$ cat src/prsl_defs.vh
// Purpose: constants for the reset, strap and indicator block
// Assumes: 200 MHz core clock, reset time below in ns, blink time in ms
// Notes: header holds definitions only
`ifndef PRSL_DEFS_VH
`define PRSL_DEFS_VH

// clock rate and reset timing
`define PRSL_CLK_MHZ 200
`define PRSL_RST_MIN_NS 1000
`define PRSL_RST_MIN_CYC ((`PRSL_RST_MIN_NS * `PRSL_CLK_MHZ + 999) / 1000)

// register offsets
`define PRSL_REG_CTRL 4'h0
`define PRSL_REG_STAT 4'h4
`define PRSL_REG_CFG 4'h8

// control and config register fields
`define PRSL_CTRL_ADDR_LSB 0
`define PRSL_CTRL_ISO_BIT 5
`define PRSL_CFG_MODE_BIT 0

// reset values and strap defaults
`define PRSL_ADDR_PULL 5'h01
`define PRSL_CFG_RST 32'h00000000

// indicator mode codes
`define PRSL_MODE1 1'b0
`define PRSL_MODE2 1'b1

// blink timing
`define PRSL_BLINK_MS 50
`define PRSL_BLINK_CYC (`PRSL_BLINK_MS * 1000 * `PRSL_CLK_MHZ)

`endif

$ cat src/prsl_stretch.v
// Purpose: stretches short activity into a blink of fixed length
// Assumes: synchronous activity input
// Notes: retriggers only after the current blink ends
`include "prsl_defs.vh"

module prsl_stretch #(
  parameter CNT_W = 24,
  parameter [CNT_W-1:0] LEN = 24'd10000000
) (
  input wire clk,
  input wire rst,
  input wire ce,
  input wire act,
  output reg blink
);

  reg [CNT_W-1:0] cnt;

  // ---------------------------------------------------------------
  // stretcher
  // ---------------------------------------------------------------
  // one blink lasts LEN cycles, load cycle included: blink high (lamp
  // dark) for the first half, low for the second, so a glimmer of
  // activity still gives a visible flash
  always @(posedge clk or posedge rst) begin
    if (rst) begin
      cnt <= {CNT_W{1'b0}};
      blink <= 1'b0;
    end else if (ce) begin
      if (cnt != {CNT_W{1'b0}}) begin
        cnt <= cnt - {{(CNT_W-1){1'b0}}, 1'b1};
        blink <= (cnt > (LEN >> 1));
      end else if (act) begin
        cnt <= LEN - {{(CNT_W-1){1'b0}}, 1'b1};
        blink <= 1'b1;
      end else begin
        blink <= 1'b0;
      end
    end
  end

endmodule // prsl_stretch

$ cat src/prsl_rstgen.v
// Purpose: qualifies the low-active reset pin and gives a reset phase
// Assumes: pin synchronous to clk
// Notes: short glitches under the least width are ignored
`include "prsl_defs.vh"

module prsl_rstgen #(
  parameter [7:0] MIN_CYC = 8'd200
) (
  input wire clk,
  input wire rst,
  input wire ce,
  input wire reset_pin_n,
  output reg in_reset,
  output reg release_pulse
);

  reg [7:0] low_cnt;

  // ---------------------------------------------------------------
  // width qualifier
  // ---------------------------------------------------------------
  // reset phase only starts once the pin has been low long enough
  always @(posedge clk or posedge rst) begin
    if (rst) begin
      low_cnt <= 8'h00;
      in_reset <= 1'b1;
      release_pulse <= 1'b0;
    end else if (ce) begin
      release_pulse <= 1'b0;
      if (!reset_pin_n) begin
        if (low_cnt != MIN_CYC)
          low_cnt <= low_cnt + 8'h01;
        else
          in_reset <= 1'b1;
      end else begin
        low_cnt <= 8'h00;
        if (in_reset) begin
          in_reset <= 1'b0;
          release_pulse <= 1'b1;
        end
      end
    end
  end

endmodule // prsl_rstgen

$ cat src/prsl_top.v
// Purpose: reset, strap sampling and indicator logic of a 10/100 PHY
// Assumes: all pins synchronous to clk; link, speed, activity from core
// Notes: straps read through pins whose enable is low while driving
`include "prsl_defs.vh"

module prsl_top #(
  parameter BLINK_CYC = `PRSL_BLINK_CYC,
  parameter RST_CYC = `PRSL_RST_MIN_CYC
) (
  input wire clk,
  input wire rst,
  input wire ce,
  input wire reset_pin_n,
  input wire rmii_mode,
  input wire link_good,
  input wire speed_100,
  input wire tx_active,
  input wire rx_active,
  input wire addr_strap_bit0_in,
  input wire [3:0] addr_strap_upper_bits_in,
  input wire alt_bit0,
  input wire [3:0] alt_upper_bits,
  input wire [3:0] reg_addr,
  input wire [31:0] reg_wdata,
  input wire reg_wr,
  input wire reg_rd,
  output reg [31:0] reg_rdata,
  output reg addr_strap_bit0_out,
  output reg addr_strap_bit0_oe_n,
  output reg [3:0] addr_strap_upper_bits_out,
  output reg [3:0] addr_strap_upper_bits_oe_n,
  output reg link_indicator,
  output reg speed_indicator,
  output reg isolate,
  output reg core_reset
);

  wire in_reset;
  wire release_pulse;
  wire blink;
  reg [4:0] phy_addr;
  reg iso_strap;
  reg led_mode;
  reg [4:0] strap_sample;
  reg next_link_ind;

  // ---------------------------------------------------------------
  // reset qualification
  // ---------------------------------------------------------------
  prsl_rstgen #(
    .MIN_CYC(RST_CYC[7:0])
  ) u_rstgen (
    .clk(clk),
    .rst(rst),
    .ce(ce),
    .reset_pin_n(reset_pin_n),
    .in_reset(in_reset),
    .release_pulse(release_pulse)
  );

  // ---------------------------------------------------------------
  // activity stretcher
  // ---------------------------------------------------------------
  prsl_stretch #(
    .CNT_W(24),
    .LEN(BLINK_CYC[23:0])
  ) u_stretch (
    .clk(clk),
    .rst(rst),
    .ce(ce),
    .act(tx_active | rx_active),
    .blink(blink)
  );

  // ---------------------------------------------------------------
  // strap sampling
  // ---------------------------------------------------------------
  // pins are released during reset so pulls set the level; the last
  // sample before release is the one that counts
  always @(posedge clk or posedge rst) begin
    if (rst) begin
      strap_sample <= `PRSL_ADDR_PULL;
    end else if (ce && in_reset) begin
      strap_sample <= {addr_strap_upper_bits_in, addr_strap_bit0_in};
    end
  end

  // pin drivers: inputs only while in reset, then alternate roles
  always @(posedge clk or posedge rst) begin
    if (rst) begin
      addr_strap_bit0_oe_n <= 1'b1;
      addr_strap_upper_bits_oe_n <= 4'hf;
      addr_strap_bit0_out <= 1'b0;
      addr_strap_upper_bits_out <= 4'h0;
    end else if (ce) begin
      addr_strap_bit0_oe_n <= in_reset;
      addr_strap_upper_bits_oe_n <= {4{in_reset}};
      addr_strap_bit0_out <= in_reset ? 1'b0 : alt_bit0;
      addr_strap_upper_bits_out <= in_reset ? 4'h0 : alt_upper_bits;
    end
  end

  // ---------------------------------------------------------------
  // control state
  // ---------------------------------------------------------------
  // led_mode and iso_strap return to defaults for the whole reset phase; the
  // address field keeps its value and takes the fresh strap at release
  always @(posedge clk or posedge rst) begin
    if (rst) begin
      phy_addr <= `PRSL_ADDR_PULL;
      iso_strap <= 1'b0;
      led_mode <= `PRSL_MODE1;
    end else if (ce) begin
      if (in_reset) begin
        led_mode <= `PRSL_MODE1;
        iso_strap <= 1'b0;
      end else if (release_pulse) begin
        phy_addr <= strap_sample;
        iso_strap <= (strap_sample == 5'h00);
      end else if (reg_wr && reg_addr == `PRSL_REG_CTRL) begin
        phy_addr <= reg_wdata[4:0];
      end else if (reg_wr && reg_addr == `PRSL_REG_CFG) begin
        led_mode <= reg_wdata[`PRSL_CFG_MODE_BIT];
      end
    end
  end

  // ---------------------------------------------------------------
  // register reads
  // ---------------------------------------------------------------
  // data valid only in the cycle after the strobe, zero otherwise
  always @(posedge clk or posedge rst) begin
    if (rst) begin
      reg_rdata <= 32'h00000000;
    end else if (ce) begin
      if (reg_rd) begin
        case (reg_addr)
          `PRSL_REG_CTRL: reg_rdata <= {26'h0, iso_strap, phy_addr};
          `PRSL_REG_STAT: reg_rdata <= {27'h0, rmii_mode, in_reset,
            speed_100, link_good, blink};
          `PRSL_REG_CFG: reg_rdata <= {31'h0, led_mode};
          default: reg_rdata <= 32'h00000000;
        endcase
      end else begin
        reg_rdata <= 32'h00000000;
      end
    end
  end

  // ---------------------------------------------------------------
  // indicators
  // ---------------------------------------------------------------
  always @* begin
    case (led_mode)
      `PRSL_MODE1: next_link_ind = link_good;
      `PRSL_MODE2: next_link_ind = link_good & ~blink;
      default: next_link_ind = 1'b0;
    endcase
  end

  // indicators dark during reset since the pins act as straps then
  always @(posedge clk or posedge rst) begin
    if (rst) begin
      link_indicator <= 1'b0;
      speed_indicator <= 1'b0;
      isolate <= 1'b0;
      core_reset <= 1'b1;
    end else if (ce) begin
      link_indicator <= ~in_reset & next_link_ind;
      speed_indicator <= ~in_reset & speed_100;
      isolate <= iso_strap;
      core_reset <= in_reset;
    end
  end

endmodule // prsl_top

$ cat config.mk
export PLATFORM = sky130hd
export DESIGN_NAME = prsl_top
export DESIGN_NICKNAME = d
export VERILOG_FILES = /design/src/prsl_stretch.v /design/src/prsl_rstgen.v /design/src/prsl_top.v
export VERILOG_INCLUDE_DIRS = /design/src
export SDC_FILE = /design/constraint.sdc
export NUM_CORES = 1
export LEC_CHECK = 0
export ABC_CLOCK_PERIOD_IN_PS = 4200
export BUFFER_PORTS_ARGS = -buffer_cell sky130_fd_sc_hd__clkbuf_2
export CELL_PAD_IN_SITES_DETAIL_PLACEMENT = 1
export CELL_PAD_IN_SITES_GLOBAL_PLACEMENT = 1
export CORE_MARGIN = 2
export CORE_UTILIZATION = 35
export DETAILED_ROUTE_END_ITERATION = 7
export PLACE_DENSITY_LB_ADDON = 0.1
export SYNTH_ARGS = -nofsm -noshare
export SYNTH_HDL_FRONTEND = slang
export SYNTH_SLANG_ARGS = --single-unit
$ cat constraint.sdc
create_clock -name clk -period 4.2 [get_ports clk]
set_input_delay 0.21 -clock clk [delete_from_list [all_inputs] [get_ports clk]]
set_output_delay 0.21 -clock clk [all_outputs]
set_load 0.02 [all_outputs]
==> impl_results.md <==
- Pin slew with the least headroom to its limit: around 0.99 ns
- Final period demand of the worst path: 2.87 ns
- Total power: 0.00162 W
- Port buffer count: between 40 and 50
- Height of the die: 103 µm
- Endpoint arrival time on the critical path: 3.09 ns
- Post-synth ARST share: 100%
- Area growth syn-to-layout: 13.1%
- Yosys top cell by area: dfrtp_1
- Aggregate global-route resource usage: 16.2%
- Total standard cell area after synthesis: approximately 0.0034 mm²
- Routed Wire Length: just under 8 mm
- Final standard cell area without fillers: 0.00385 mm²
- Final slew viol count: 0
- Setup repair after global routing missed its margin: false
- Clock Sink Count: 62
- WL per Instance: 15.1 µm
- Later-pin clock latency in the skew report: 0.34 ns
- Die area: between 0.01 and 0.015 mm²
- Post-synthesis cell type count: 57
- Most common library cell in the layout ignoring fill and taps: dfrtp_1
- Biggest cell delay along the critical path: 0.60 ns
- Top cell type's share of synthesized area: 42.6%
- Biggest area contributors in the synthesized netlist: dfrtp_1, buf_4, mux2i_1
- Vias in the first global route: approximately 2700
- Hold Path Class: input port to register
- Antenna cell count: 0
- Largest net degree at the start of global routing: 42
- Largest vdd supply drop: about 150 µV
- Worst Setup Start Kind: register
- Post-cts resize count: 0
- Worst slew margin relative to its limit: roughly a third
- Layout net count: around 450
- Portion of the clock cycle consumed by the worst path in the final layout: ~70%
- Post-DP HPWL: about 5.8 mm
- Area occupied by registers: 0.00156 mm²
- Iter 0 DRT Violations: 50
- Inserted Clock Buffers: 9
- Commonest cells after routing, fill and taps aside: dfrtp_1, clkbuf_2, nor2_1
- DR pass1 iterations: 4
- Setup Viol. Count Final: 0
- Critical Path, Cell by Cell: or4_4, nand4bb_1, nor3_2, buf_4, nor2_1, mux2_1
- Type of the worst setup path: register to register
- Root buf cell: clkbuf_8
- Crit-path max FO: 11
- Count of mapped cells out of synthesis: around 340
- Fin Setup TNS: 0 ns
- Synthesis warning total: 0
- Clock transition at the registers of the reported paths: about 0.080 ns
- Level count of the clock H-tree: 3
- Leakage power summed over all cells: 1.67 nW
- Dpl cell area: 0.00364 mm²
- DRC viols: 0
- Layout cell share with drive strength beyond 1: 24.2%
- Max Cap Violations: 0
- Vias: between 2000 and 3000
- Minimum setup slack among reg-to-reg paths: between 1 and 1.5 ns
- Number of antenna violations at the first check in global routing: 0
- Sequential fraction of the synthesis area: 45.7%
- Max Buffers Root-to-Sink: 2
- Effective utilization at floorplan: 35.5%
- Required time worst endpoint: 4.42 ns
- Remaining antenna violation count after routing: 0
- Synth Flop Type: dfrtp_1
- Cell with the biggest individual delay on the critical path: nor3_2
- Clock tree from TritonCTS: yes
- WP buf/inv: 1
- Total power density per cell area: 419 mW/mm²
- IO Pins: 103
- CP endpoint kind: register
- Placeable core region: 0.00959 mm²
- Routability congestion estimate: approximately 0.78
- Count of flip-flops with a built-in enable after synthesis: 0
- Grt total ovfl: 0
- Final setup skew: 0.00573 ns
- Via density: 5.06
- Std cell rows: 36
- Maximum clock frequency: 0.348 GHz
- Hold violation count in the final report: 0
- Total area of multi-input combinational cells: 0.00160 mm²
- Synthesized area per cell: 9.99 µm²
- Die width: approximately 100 µm
- Post-synthesis register bit count: 62
- First-pass GRT wire length: 13.1 mm
- Status: finished clean
- Fill cell count: 1116
- Gate family responsible for the most delay along the worst path: simple AND/OR/NAND/NOR gates
==> final timing paths <==
check / startpoint / endpoint / cells after the start
setup / recovery: u_stretch.cnt[6]$_DFFE_PP0P_ / u_stretch.cnt[16]$_DFFE_PP0P_ / 6
hold / removal: alt_upper_bits[3] / addr_strap_upper_bits_out[3]$_DFFE_PP0P_ / 2
setup reg to reg: u_stretch.cnt[6]$_DFFE_PP0P_ / u_stretch.cnt[16]$_DFFE_PP0P_ / 6
hold reg to reg: link_indicator$_DFFE_PP0P_ / link_indicator$_DFFE_PP0P_ / 1
max in group asynchronous: rst / u_rstgen.in_reset$_DFFE_PP1P_ / 4
min in group asynchronous: rst / u_stretch.cnt[0]$_DFFE_PP0P_ / 3
==> Yosys cell counts, types with 5 or more instances <==
| cell | n |
|---|---|
| inv_1 | 13 |
| nand3_1 | 6 |
| a22o_1 | 6 |
| nor2_1 | 30 |
| clkbuf_1 | 8 |
| o2bb2ai_1 | 7 |
| nand4_1 | 8 |
| buf_4 | 31 |
| nor3_1 | 8 |
| nor4_1 | 15 |
| a21oi_1 | 17 |
| o21ai_0 | 16 |
| nand2_1 | 13 |
| or3_1 | 9 |
| mux2i_1 | 18 |
| mux2_2 | 8 |
| or2_2 | 5 |
| dfrtp_1 | 58 |
==> sequential cells by signal, indices dropped and copies added, names as in the netlist, 4 cells and up <==
signal	count
u_stretch.cnt	24
phy_addr	5
addr_strap_upper_bits_out	4
u_rstgen.low_cnt	8
strap_sample	5
reg_rdata	6
==> where the power goes <==
group / internal [W] / switching, W
sequential: 0.000691 / 0.0000984
combinational: 0.000127 / 0.000167
clock: 0.000274 / 0.000259
total: 0.00109 / 0.000524
==> cell type report <==
type                            count  area share, %
Multi-Input combinational cell    247           41.5
Tap cell                          133           4.32
Sequential cell                    62           40.4
Clock inverter                      7           1.95
Clock buffer                        9           3.21
Timing Repair Buffer               54           7.40
Inverter                           13           1.27
==> cells by family (layout without fill, tap and decap cells) <==
family | Yosys count | count (layout) | synth area share, %
buffers and inverters | 57 | 83 | 10.2
XOR/XNOR | 3 | 3 | 0.771
multiplexers | 28 | 28 | 8.70
AND/OR/NAND/NOR | 118 | 118 | 19.4
adder cells (fa/ha/maj) | 4 | 4 | 1.47
AO/OA/AOI/OAI | 68 | 68 | 13.7
flip-flops | 62 | 62 | 45.7
other | 1 | 26 | 0.110
==> through the flow <==
stage	utilization, %	cells	worst slack [ns]	hold WS, ns
4_1_cts	40.2	525	1.27	0.0637
3_3_place_gp	38.0	508	1.33	0.242
3_5_place_dp	38.0	508	1.25	0.245
5_1_grt	40.2	525	1.11	0.0600
6_report	40.2	525	1.33	0.0792
2_1_floorplan	-	366	1.80	0.292
==> metal layers <==
layer	track usage, %	up-vias	part of all wire (%)	wire length, µm
met1	20.6	1311	47	3750
met3	3.53	10	3.1	246
met2	26.8	44	48	3840
met4	6.46	0	1.2	96
met5	0	-	0	0
li1	-	1290	-	-
==> worst register-to-register path, delay by kind of cell (launching register included) <==
kind                   cells  cell delay [ns]
and+or+nand+nor            4             1.74
muxes                      1             0.30
DFF                        1             0.44
buffers and inverters      1             0.29
==> timing repair <==
action / 4_1_cts / 5_1_grt
setup buffers: 0 / 0
endpoints found under the hold margin: 19 / 0
hold buffers: 1 / 0
(Power assumes the default switching activity.)
